## config.mk

```make
export PLATFORM = sky130hd
export DESIGN_NAME = mode_map_ctl
export DESIGN_NICKNAME = d
export VERILOG_FILES = /design/src/include/map_ctl_pkg.sv /design/src/logic/mode_map_ctl.sv
export SDC_FILE = /design/constraint.sdc
export NUM_CORES = 1
export LEC_CHECK = 0
export BUFFER_PORTS_ARGS = -buffer_cell sky130_fd_sc_hd__buf_2
export CAP_MARGIN = 20
export CORE_ASPECT_RATIO = 0.5
export CORE_MARGIN = 3
export CORE_UTILIZATION = 52
export DETAILED_ROUTE_END_ITERATION = 7
export PLACE_DENSITY = 0.93
export SKIP_CTS_REPAIR_TIMING = 1
export SLEW_MARGIN = 25
export SYNTH_ARGS = -nofsm -noshare
export SYNTH_HDL_FRONTEND = slang
export SYNTH_SLANG_ARGS = --single-unit
export TNS_END_PERCENT = 50
```

## constraint.sdc

```tcl
create_clock -name aclk -period 4.6 [get_ports aclk]
set_input_delay 0.23 -clock aclk [delete_from_list [all_inputs] [get_ports aclk]]
set_output_delay 0.23 -clock aclk [all_outputs]
set_load 0.02 [all_outputs]
```

## src/include/map_ctl_pkg.sv

```systemverilog
/*
 * constants of the mode and memory-map control block: register indices,
 * field positions, reset values, region codes and timing counts.
 * assumes a 200 MHz system clock and a 32-bit AXI4-Lite register bus.
 */
package map_ctl_pkg;
    localparam int CLK_PERIOD_NS = 5;
    // register indices; byte address is four times the index
    localparam logic [5:0] IDX_MODE = 6'h0b;
    localparam logic [5:0] IDX_RAM_POS = 6'h10;
    localparam logic [5:0] IDX_REG_POS = 6'h11;
    localparam logic [5:0] IDX_EE_POS = 6'h12;
    localparam logic [5:0] IDX_MAP_CTL = 6'h13;
    // mode register fields
    localparam int MB_SPECIAL_LOW = 7;
    localparam int MB_SEL_HIGH = 6;
    localparam int MB_SEL_LOW = 5;
    localparam int MB_STRETCH = 4;
    localparam int MB_VISIBLE = 3;
    localparam int MB_EXT_HALT = 2;
    localparam int MB_EMULATE = 0;
    // mapping register fields
    localparam int BASE_LSB = 3;
    localparam int EE_BASE_LSB = 4;
    localparam int MAP_HALT_BIT = 0;
    localparam int EE_READ_BIT = 0;
    localparam int NARROW_BIT = 6;
    localparam int FOLLOW_STR_LSB = 4;
    localparam int EXT_STR_LSB = 2;
    localparam int ROM_HALF_BIT = 1;
    localparam int ROM_EN_BIT = 0;
    // reset values, fixed addresses and mode codes
    localparam logic [4:0] REG_BASE_RST = 5'h00;
    localparam logic [4:0] RAM_BASE_RST = 5'h01;
    localparam logic [3:0] EE_BASE_RST = 4'h0;
    localparam logic [11:0] EE_START = 12'hd00;
    localparam logic [7:0] BDM_PAGE = 8'hff;
    localparam logic [1:0] AB_PERIPH = 2'h2;
    localparam logic [1:0] AB_NARROW = 2'h1;
    // region codes
    localparam logic [2:0] RG_NONE = 3'h0;
    localparam logic [2:0] RG_BDM = 3'h1;
    localparam logic [2:0] RG_REGS = 3'h2;
    localparam logic [2:0] RG_RAM = 3'h3;
    localparam logic [2:0] RG_EE = 3'h4;
    localparam logic [2:0] RG_ROM = 3'h5;
    localparam logic [2:0] RG_EXT = 3'h6;
    // wait-mode shutdown delay of the external bus, and bus response codes
    localparam int EBUS_DELAY_NS = 20;
    localparam logic [3:0] EBUS_DELAY_CYC = 4'((EBUS_DELAY_NS + CLK_PERIOD_NS - 1) / CLK_PERIOD_NS);
    localparam logic [1:0] RESP_OKAY = 2'h0;
    localparam logic [1:0] RESP_SLVERR = 2'h2;
endpackage : map_ctl_pkg

```

## src/logic/mode_map_ctl.sv

```systemverilog
/*
 * mode latch, write protection and resource decode with an AXI4-Lite slave.
 * assumes mode pins and cpu_addr synchronous to aclk; master keeps one
 * write and one read in flight and offers address and data together.
 */
// The AXI4-Lite interface to the registers was decided locally.
`timescale 1ns/10ps
`default_nettype none
module mode_map_ctl (
    input wire logic aclk,
    input wire logic aresetn,
    input wire logic awvalid,
    output logic awready,
    input wire logic [7:0] awaddr,
    input wire logic wvalid,
    output logic wready,
    input wire logic [31:0] wdata,
    input wire logic [3:0] wstrb,
    output logic bvalid,
    input wire logic bready,
    output logic [1:0] bresp,
    input wire logic arvalid,
    output logic arready,
    input wire logic [7:0] araddr,
    output logic rvalid,
    input wire logic rready,
    output logic [31:0] rdata,
    output logic [1:0] rresp,
    input wire logic background_pin,
    input wire logic mode_select_high,
    input wire logic mode_select_low,
    input wire logic wait_mode,
    input wire logic bdm_active,
    input wire logic [15:0] cpu_addr,
    output logic [2:0] operating_mode,
    output logic e_clock_stretch_enable,
    output logic [2:0] access_region,
    output logic access_narrow,
    output logic [1:0] access_stretch,
    output logic access_visible,
    output logic port_e_in_map,
    output logic ext_bus_halted,
    output logic map_iface_halted
);
    logic armed;
    logic special_mode_low_flag;
    logic [1:0] mode_ab;
    logic stretch_bit, internal_visibility_enable, ext_bus_wait_halt, port_e_emulate_flag;
    logic [4:0] register_block_base_bits, ram_base_bits;
    logic [3:0] eeprom_base_bits;
    logic map_iface_wait_halt, eeprom_read_enable, regfollow_narrow_bus;
    logic [1:0] follow_stretch, ext_stretch;
    logic rom_upper_half_select, program_rom_enable;
    logic special_wr, ab_wr, stretch_wr, vis_wr, emu_wr, rg_wr, rm_wr, ee_wr, ctl_wr;
    logic [3:0] ebus_cnt;
    logic wr_en;
    logic [5:0] widx;
    logic special;
    logic expanded;
    logic single;
    logic [7:0] wb;
    logic [1:0] next_ab;

    // normal: once; special: anytime
    function automatic logic wr_ok(input logic spec, input logic written);
        wr_ok = spec | ~written;
    endfunction : wr_ok

    // normal: once; special: all but the first
    function automatic logic wr_skip(input logic spec, input logic written);
        wr_skip = spec ? written : ~written;
    endfunction : wr_skip

    function automatic logic [7:0] read_reg(input logic [5:0] idx);
        read_reg = 8'h00;
        unique case (idx)
            map_ctl_pkg::IDX_MODE: read_reg = {special_mode_low_flag, mode_ab, stretch_bit | expanded,
                internal_visibility_enable, ext_bus_wait_halt, 1'b0, port_e_emulate_flag};
            map_ctl_pkg::IDX_REG_POS: read_reg = {register_block_base_bits, 2'h0, map_iface_wait_halt};
            map_ctl_pkg::IDX_RAM_POS: read_reg = {ram_base_bits, 3'h0};
            map_ctl_pkg::IDX_EE_POS: read_reg = {eeprom_base_bits, 3'h0, eeprom_read_enable | single};
            map_ctl_pkg::IDX_MAP_CTL: read_reg = {1'b0, regfollow_narrow_bus, follow_stretch, ext_stretch,
                rom_upper_half_select, program_rom_enable};
            default: read_reg = 8'h00;
        endcase
    endfunction : read_reg

    function automatic logic mapped(input logic [5:0] idx, input logic [1:0] ab);
        mapped = (idx == map_ctl_pkg::IDX_MODE && ab != map_ctl_pkg::AB_PERIPH)
            || idx == map_ctl_pkg::IDX_REG_POS || idx == map_ctl_pkg::IDX_RAM_POS
            || idx == map_ctl_pkg::IDX_EE_POS || idx == map_ctl_pkg::IDX_MAP_CTL;
    endfunction : mapped

    assign special = ~special_mode_low_flag;
    assign expanded = mode_ab[0];
    assign single = (mode_ab == 2'h0);
    assign widx = awaddr[7:2];
    assign wr_en = awready & awvalid & wvalid;
    assign wb = wdata[7:0];
    assign next_ab = {wb[map_ctl_pkg::MB_SEL_HIGH], wb[map_ctl_pkg::MB_SEL_LOW]};

    // write channel: both channels taken in one cycle, response follows
    always_ff @(posedge aclk) begin
        if (!aresetn) begin
            awready <= 1'b0;
            wready <= 1'b0;
        end else begin
            awready <= awvalid & wvalid & ~awready & ~bvalid;
            wready <= awvalid & wvalid & ~awready & ~bvalid;
        end
    end

    always_ff @(posedge aclk) begin
        if (!aresetn) begin
            bvalid <= 1'b0;
            bresp <= map_ctl_pkg::RESP_OKAY;
        end else if (wr_en) begin
            bvalid <= 1'b1;
            bresp <= mapped(widx, mode_ab) ? map_ctl_pkg::RESP_OKAY : map_ctl_pkg::RESP_SLVERR;
        end else if (bready) begin
            bvalid <= 1'b0;
        end
    end

    // read channel
    always_ff @(posedge aclk) begin
        if (!aresetn) begin
            arready <= 1'b0;
            rvalid <= 1'b0;
            rdata <= 32'h0000_0000;
            rresp <= map_ctl_pkg::RESP_OKAY;
        end else begin
            arready <= arvalid & ~arready & ~rvalid;
            if (arvalid && arready) begin
                rvalid <= 1'b1;
                rdata <= mapped(araddr[7:2], mode_ab) ? {24'h000000, read_reg(araddr[7:2])}
                    : 32'h0000_0000;
                rresp <= mapped(araddr[7:2], mode_ab) ? map_ctl_pkg::RESP_OKAY
                    : map_ctl_pkg::RESP_SLVERR;
            end else if (rready) begin
                rvalid <= 1'b0;
            end
        end
    end

    // mode register: pins caught in the first cycle after reset release
    always_ff @(posedge aclk) begin
        if (!aresetn) begin
            armed <= 1'b0;
            special_mode_low_flag <= 1'b0;
            mode_ab <= 2'h0;
            stretch_bit <= 1'b1;
            internal_visibility_enable <= 1'b1;
            ext_bus_wait_halt <= 1'b0;
            port_e_emulate_flag <= 1'b1;
            {special_wr, ab_wr, stretch_wr, vis_wr, emu_wr} <= 5'h00;
        end else if (!armed) begin
            armed <= 1'b1;
            // reserved code (normal peripheral) is forced to special peripheral mode
            special_mode_low_flag <= background_pin & ~(mode_select_high & ~mode_select_low);
            mode_ab <= {mode_select_high, mode_select_low};
            internal_visibility_enable <= ~background_pin | (mode_select_high & ~mode_select_low);
            port_e_emulate_flag <= ~background_pin | (mode_select_high & ~mode_select_low);
        end else if (wr_en && widx == map_ctl_pkg::IDX_MODE && wstrb[0]
                     && mode_ab != map_ctl_pkg::AB_PERIPH) begin
            if (special) begin
                special_wr <= 1'b1;
                if (special_wr) begin
                    special_mode_low_flag <= wb[map_ctl_pkg::MB_SPECIAL_LOW];
                end
            end
            ab_wr <= 1'b1;
            if (wr_ok(special, ab_wr) && next_ab != map_ctl_pkg::AB_PERIPH) begin
                mode_ab <= next_ab;
            end
            stretch_wr <= 1'b1;
            if (wr_ok(special, stretch_wr)) begin
                stretch_bit <= wb[map_ctl_pkg::MB_STRETCH];
            end
            vis_wr <= 1'b1;
            if (wr_skip(special, vis_wr)) begin
                internal_visibility_enable <= wb[map_ctl_pkg::MB_VISIBLE];
            end
            emu_wr <= 1'b1;
            if (wr_skip(special, emu_wr)) begin
                port_e_emulate_flag <= wb[map_ctl_pkg::MB_EMULATE];
            end
            if (!special) begin
                ext_bus_wait_halt <= wb[map_ctl_pkg::MB_EXT_HALT];
            end
        end
    end

    // mapping registers
    always_ff @(posedge aclk) begin
        if (!aresetn) begin
            register_block_base_bits <= map_ctl_pkg::REG_BASE_RST;
            ram_base_bits <= map_ctl_pkg::RAM_BASE_RST;
            eeprom_base_bits <= map_ctl_pkg::EE_BASE_RST;
            map_iface_wait_halt <= 1'b0;
            eeprom_read_enable <= 1'b1;
            regfollow_narrow_bus <= 1'b0;
            follow_stretch <= 2'h0;
            ext_stretch <= 2'h0;
            rom_upper_half_select <= 1'b0;
            program_rom_enable <= 1'b0;
            {rg_wr, rm_wr, ee_wr, ctl_wr} <= 4'h0;
        end else if (!armed) begin
            rom_upper_half_select <= ~mode_select_low;
            program_rom_enable <= ~mode_select_low;
        end else if (wr_en && wstrb[0]) begin
            if (widx == map_ctl_pkg::IDX_REG_POS) begin
                rg_wr <= 1'b1;
                if (wr_ok(special, rg_wr)) begin
                    register_block_base_bits <= wb[7:map_ctl_pkg::BASE_LSB];
                end
                if (!special) begin
                    map_iface_wait_halt <= wb[map_ctl_pkg::MAP_HALT_BIT];
                end
            end
            if (widx == map_ctl_pkg::IDX_RAM_POS) begin
                rm_wr <= 1'b1;
                if (wr_ok(special, rm_wr)) begin
                    ram_base_bits <= wb[7:map_ctl_pkg::BASE_LSB];
                end
            end
            if (widx == map_ctl_pkg::IDX_EE_POS) begin
                ee_wr <= 1'b1;
                if (wr_ok(special, ee_wr)) begin
                    eeprom_base_bits <= wb[7:map_ctl_pkg::EE_BASE_LSB];
                end
                if (!single) begin
                    eeprom_read_enable <= wb[map_ctl_pkg::EE_READ_BIT];
                end
            end
            if (widx == map_ctl_pkg::IDX_MAP_CTL) begin
                ctl_wr <= 1'b1;
                if (wr_ok(special, ctl_wr)) begin
                    regfollow_narrow_bus <= wb[map_ctl_pkg::NARROW_BIT];
                    follow_stretch <= wb[map_ctl_pkg::FOLLOW_STR_LSB +: 2];
                    ext_stretch <= wb[map_ctl_pkg::EXT_STR_LSB +: 2];
                    rom_upper_half_select <= wb[map_ctl_pkg::ROM_HALF_BIT];
                    program_rom_enable <= wb[map_ctl_pkg::ROM_EN_BIT];
                end
            end
        end
    end

    // address decode, registered so a mapping write acts one cycle later
    logic reg_hit, follow_hit, ram_hit, ee_hit, rom_hit, bdm_hit, vis_ok;
    assign reg_hit = cpu_addr[15:11] == register_block_base_bits && cpu_addr[10:9] == 2'h0;
    assign follow_hit = cpu_addr[15:11] == register_block_base_bits && cpu_addr[10:9] == 2'h1;
    assign ram_hit = cpu_addr[15:11] == ram_base_bits && !cpu_addr[10];
    assign ee_hit = (eeprom_read_enable | single) && cpu_addr[15:12] == eeprom_base_bits
        && cpu_addr[11:0] >= map_ctl_pkg::EE_START;
    assign rom_hit = program_rom_enable && cpu_addr[15] == rom_upper_half_select;
    assign bdm_hit = bdm_active && cpu_addr[15:8] == map_ctl_pkg::BDM_PAGE;
    assign vis_ok = internal_visibility_enable && expanded
        && !(special_mode_low_flag && mode_ab == map_ctl_pkg::AB_NARROW);

    always_ff @(posedge aclk) begin
        if (!aresetn) begin
            access_region <= map_ctl_pkg::RG_NONE;
            access_narrow <= 1'b0;
            access_stretch <= 2'h0;
            access_visible <= 1'b0;
        end else begin
            if (bdm_hit) begin
                access_region <= map_ctl_pkg::RG_BDM;
            end else if (reg_hit) begin
                access_region <= map_ctl_pkg::RG_REGS;
            end else if (ram_hit) begin
                access_region <= map_ctl_pkg::RG_RAM;
            end else if (ee_hit) begin
                access_region <= map_ctl_pkg::RG_EE;
            end else if (rom_hit) begin
                access_region <= map_ctl_pkg::RG_ROM;
            end else begin
                access_region <= expanded ? map_ctl_pkg::RG_EXT : map_ctl_pkg::RG_NONE;
            end
            access_visible <= vis_ok && (bdm_hit || reg_hit || ram_hit || ee_hit || rom_hit);
            if (!expanded) begin
                access_narrow <= 1'b0;
                access_stretch <= 2'h0;
            end else if (bdm_hit || reg_hit || ram_hit || ee_hit || rom_hit) begin
                // visible internal cycles use the wide format
                access_narrow <= 1'b0;
                access_stretch <= 2'h0;
            end else if (follow_hit) begin
                access_narrow <= !mode_ab[1] || regfollow_narrow_bus;
                access_stretch <= follow_stretch;
            end else begin
                access_narrow <= !mode_ab[1];
                access_stretch <= ext_stretch;
            end
        end
    end

    // mode outputs, port E mapping and wait-mode shutdown
    always_ff @(posedge aclk) begin
        if (!aresetn) begin
            operating_mode <= 3'h0;
            e_clock_stretch_enable <= 1'b1;
            port_e_in_map <= 1'b1;
            map_iface_halted <= 1'b0;
            ext_bus_halted <= 1'b0;
            ebus_cnt <= 4'h0;
        end else begin
            operating_mode <= {special_mode_low_flag, mode_ab};
            e_clock_stretch_enable <= stretch_bit | expanded;
            port_e_in_map <= !(expanded && port_e_emulate_flag)
                && mode_ab != map_ctl_pkg::AB_PERIPH;
            map_iface_halted <= wait_mode && map_iface_wait_halt;
            if (wait_mode && ext_bus_wait_halt) begin
                if (ebus_cnt != map_ctl_pkg::EBUS_DELAY_CYC) begin
                    ebus_cnt <= ebus_cnt + 4'h1;
                end
            end else begin
                ebus_cnt <= 4'h0;
            end
            ext_bus_halted <= wait_mode && ext_bus_wait_halt
                && ebus_cnt == map_ctl_pkg::EBUS_DELAY_CYC;
        end
    end
endmodule : mode_map_ctl
`default_nettype wire

```

==> results of run 1 <==
final cells by class:
| cell class | instances | area share [%] |
|---|---|---|
| well taps | 88 | 2.77 |
| repair buffers | 69 | 8.68 |
| clock buffers | 13 | 6.54 |
| multi-input cells | 297 | 45.5 |
| inverters | 7 | 0.660 |
| clock inverters | 3 | 1.10 |
| flip-flops and latches | 69 | 34.7 |
routing by layer:
layer,vias to the layer above,GRT usage (%),routed length (µm)
met3,16,5.74,871
met5,-,0,0
met2,156,34.2,3670
li1,1444,-,-
met4,0,8.76,149
met1,1380,30.6,3660
cells in the final DEF (no fill, tap or decap), drive strengths merged, types with 13 or more instances in the layout:
cell     n
buf     69
clkbuf  13
conb    26
dfxtp   69
mux2i   18
nand2   53
nand3   31
nor2    19
nor2b   15
o21ai   22
state kept, by name, summed over array words and instances (netlist names), 3 cells and up:
register and cells:
access_region 3, ram_base_bits 5, operating_mode 3, ebus_cnt 4, rdata 8, register_block_base_bits 5
eeprom_base_bits 4
per-stage QoR:
stage	utilization [%]	setup WS (ns)
4_1_cts	64.4	2.36
2_1_floorplan	-	2.75
3_5_place_dp	59.5	2.34
5_1_grt	64.4	2.19
6_report	64.4	2.31
3_3_place_gp	59.5	2.37
cells by family after synthesis:
| kind of cell | after synthesis | synth area share, % |
|---|---|---|
| adders and majority gates | 3 | 1.11 |
| buffers and inverters | 51 | 8.70 |
| AOI/OAI and AO/OA | 69 | 14.3 |
| DFF | 69 | 40.7 |
| xor gates and xnor gates | 16 | 4.13 |
| and+or+nand+nor | 163 | 25.0 |
| muxes | 20 | 5.97 |
| other | 1 | 0.110 |
power groups by stage:
| stage | clock [µW] | combinational [µW] | sequential [µW] |
|---|---|---|---|
| 6_report | 695 | 118 | 622 |
| 5_1_grt | 728 | 129 | 623 |
| 4_1_cts | 700 | 117 | 621 |
| 3_5_place_dp | 0 | 116 | 634 |
| 3_3_place_gp | 0 | 114 | 634 |
| 2_1_floorplan | 0 | 89.3 | 634 |
path summary, 6_finish.rpt:
kind / startpoint / end / slack [ns]
worst max-delay path: mode_ab[0]$_SDFFE_PN0P_ / port_e_emulate_flag$_SDFFE_PN1P_ / 2.31
worst min register to register: rvalid$_SDFFE_PN0P_ / arready$_SDFF_PN0_ / 0.44
worst max register to register: mode_ab[0]$_SDFFE_PN0P_ / port_e_emulate_flag$_SDFFE_PN1P_ / 2.31
worst min-delay path: arvalid / arready$_SDFF_PN0_ / 0.17
==> out/qor.csv, run 1 <==
metric,value,unit
required,4.80,ns
initial_utilization,54.9,%
clkTransAtPathRegs,0.05,ns
wl_per_cell,15.3,µm
hold_slack,0.174,ns
syn2layout_area_growth,17.2,%
path_buf_inv,0,
power_density,361,nW/µm²
cts_inserted_buffers,9,
fin_cells,546,
clockBufferDepth,2,
slew_headroom,34.6,%
antenna_found_initial,0,
violations,design-rule violations,
seq_area,1380,µm²
hold_depth,2,
die_area,7590,µm²
hold_class,in -> reg,
synth_cell_type_count,52,
netlist_instances,392,
ys_seq_elements,69,
core_area,6180,µm²
worstPathCellList,"nor2b_1, or4_1, or3_1, o21ai_0, a2bb2oi_1",
slew_violations,0,
drive_gt1_share,19.9,%
worst_pin_slew,0.981,ns
drt_iter0_markers,324,
dpl.hpwl,6.08,mm
irDropWorstVdd,0.178,mV
start_kind,flip-flop,
layout.nets,536,
critPathMaxFanout,10,
critical_path_class,reg -> reg,
ys_warn_count,0,
synth_enable_flop_cells,0,
cts_tree,done,
slowest_delay,0.67,ns
wl,8.36,mm
fp-row-count,20,
rsz0062_at_grt,no,
p_clk_share,48.4,%
portBuffers,69,
dieHeight,63.1,µm
r2r_cells,5,
postRouteAntennaNets,0,
p_int,1100,µW
first_pass_iters,8,
h-tree-depth,3,
synth_most_common_cell,dfxtp_1,
power_frac_comb,8.2,%
fill_cells,504,
cp_top_family,simple AND/OR/NAND/NOR gates,
dp.cells,530,
ys.flop_type,dfxtp_1,
synth_top_area_share,40.7,%
netlist_area,3390,µm²
status,finished with violations,
yosysTopAreaCell,dfxtp_1,
cts-root-buf,clkbuf_16,
stdcell_area,3980,µm²
via_per_inst,5.49,
synth_seq_area_share,40.7,%
cp.arrival,2.50,ns
drc,1,
netSwitchingPower,338,µW
synth.top_cells.by_area,"dfxtp_1 41%, buf_4 6.0%, nand2_1 5.8%, mux2i_1 5.3%, nand3_1 4.4%",
critical_path_depth,5,
grt_pass1_wl,13.5,mm
setup_viol,0,
fin_crit_sh,49.9,%
numClockSinks,69,
pin_count,135,
vias,2996,
finalHoldViolations,0,
clock_latency,0.33,ns
cap_violations,0,
ys_async_sr_fraction,0,%
final.setup_skew,0.00482,ns
grt_usage,22.4,%
place.gp.congestion,0.962,
finalPower,1440,µW
power.leakage,0.00168,µW
syn_avg_cell_area,8.66,µm²
die_w,120,µm
min_period,2.29,ns
multi_input_area,1810,µm²
grt_start_max_net_pins,65,
p_seq_share,43.3,%
diodes,0,
ys_top_cells_by_count,"69 x dfxtp_1, 52 x nand2_1, 30 x nand3_1",
fmax,0.436,GHz
fin_setup_tns,0,ns
grt.overflow.total,0,
cpMaxStageDelayCell,or4_1,
grt_pass1_vias,2749,
placed_area,3670,µm²
cp-end-kind,flip-flop,
sw_frac_of_total,23.5,%
No activity file was read; power rests on OpenSTA's default activity.
==> inputs of run 2 (changes only) <==
CORE_UTILIZATION = 49   (was 52)
PLACE_DENSITY = 0.89   (was 0.93)
clock period = 2.4 ns   (was 4.6 ns; I/O delays follow)
==> run 2 against run 1 <==
The flow now finishes without violations; register-to-register slack lost 2.0 ns; critical path depth is the same; final area grew 1.9%; worst hold slack lost 0.12 ns; die area grew 5.7%; highest routed layer unchanged.
==> out/qor.csv, run 2 (same netlist as run 1, synthesis figures left out) <==
metric,value,unit
status,finished clean,
place.gp.congestion,0.957,
cap_violations,0,
diodes,0,
die_w,124,µm
utilization,63.5,%
wl_per_cell,15.2,µm
h-tree-depth,3,
via_per_inst,5.45,
postRouteAntennaNets,0,
critical_path_class,reg -> reg,
fin_crit_sh,85.3,%
pin_count,135,
cp-end-kind,flip-flop,
power_frac_comb,8.3,%
fmax,0.488,GHz
clock_latency,0.33,ns
rsz0062_at_grt,no,
min_period,2.05,ns
layout_common_cells,"69 x dfxtp_1, 69 x buf_2, 52 x nand2_1, 30 x nand3_1, 26 x conb_1",
fill_cells,536,
netSwitchingPower,659,µW
grt_start_max_net_pins,45,
required,2.62,ns
clockBufferDepth,2,
power.leakage,0.00173,µW
setup_viol,0,
grt_pass1_vias,2808,
portBuffers,69,
first_pass_iters,5,
drive_gt1_share,21.5,%
dpl.hpwl,6.23,mm
hold_slack,0.0539,ns
grt.overflow.total,0,
antenna_found_initial,0,
clkTransAtPathRegs,0.06,ns
p_clk_share,49.9,%
wl,8.41,mm
worst_pin_slew,0.785,ns
layout.nets,543,
die_area,8020,µm²
syn2layout_area_growth,19.4,%
initial_utilization,53.2,%
p_int,2180,µW
top_regs,"rdata x8, ram_base_bits x5, register_block_base_bits x5",
fp-row-count,20,
cp.arrival,2.27,ns
hold_class,in -> reg,
stdcell_area,4050,µm²
core_area,6380,µm²
dieHeight,64.9,µm
largest_reg_flops,8,
critPathMaxFanout,6,
final.setup_skew,0.00342,ns
drc,0,
finalHoldViolations,0,
placed_area,3730,µm²
power_density,701,nW/µm²
sw_frac_of_total,23.2,%
grt_usage,22.0,%
cts_inserted_buffers,9,
start_kind,flip-flop,
slew_headroom,46.9,%
fin_setup_tns,0,ns
irDropWorstVdd,0.332,mV
drt_iter0_markers,308,
grt_pass1_wl,13.6,mm
numClockSinks,69,
vias,3013,
cts_tree,done,
cts-root-buf,clkbuf_16,
largest_register,rdata,
slew_violations,0,
p_seq_share,41.8,%
## run 2: cell types whose count changed in the layout (fill, tap and decap cells not counted), sizes merged
| cell | before | now |
|---|---|---|
| clkbuf | 13 | 10 |
| clkinvlp | 0 | 1 |
| buf | 69 | 76 |
| clkinv | 2 | 3 |
| bufinv | 1 | 2 |
## run 2: final timing paths
path / startpoint / end / slack [ns] / cells after the start
min: bready / bvalid$_SDFFE_PN0P_ / 0.05 / 3
min reg2reg: rdata[0]$_SDFFE_PN0P_ / rdata[0]$_SDFFE_PN0P_ / 0.45 / 2
max: wready$_SDFF_PN0_ / regfollow_narrow_bus$_SDFFE_PN0P_ / 0.35 / 5
max reg2reg: wready$_SDFF_PN0_ / regfollow_narrow_bus$_SDFFE_PN0P_ / 0.35 / 5
## run 2: per-layer routing
layer  up-vias  global-route usage [%]  part of all wire (%)
met2       140                    34.7                    45
met4         0                    9.38                   2.1
met5         -                       0                     0
li1       1453                       -                     -
met1      1393                    28.8                    44
met3        27                    5.14                   8.9
## run 2: cell type report
type	count	area [µm²]	share of cell area, %
flip-flops and latches	69	1380	34.1
well taps	88	110	2.72
inverters	7	26.3	0.648
multi-input cells	297	1810	44.7
clock inverters	6	86.3	2.13
clock buffers	10	239	5.90
repair buffers	76	398	9.82
## run 2: worst max-delay path: stages (launching register included)
cell and delay (ns):
dfxtp_1 0.41, nand4_1 0.27, a2111oi_4 0.56, nand2_1 0.36
mux2i_1 0.26, nor2b_1 0.07
## run 2: power groups by stage
stage / combinational (µW) / clock (µW) / sequential (µW)
6_report: 237 / 1420 / 1190
5_1_grt: 260 / 1480 / 1190
4_1_cts: 235 / 1430 / 1190
3_5_place_dp: 233 / 0 / 1210
3_3_place_gp: 229 / 0 / 1210
2_1_floorplan: 171 / 0 / 1220
## run 2: stage by stage
| stage | instances | total power [µW] | worst slack, ns |
|---|---|---|---|
| finish | 553 | 2840 | 0.352 |
| global route | 553 | 2930 | 0.241 |
| CTS | 553 | 2850 | 0.374 |
| detailed placement | 537 | 1440 | 0.367 |
| global placement | 537 | 1440 | 0.395 |
| floorplan | 417 | 1390 | 0.581 |
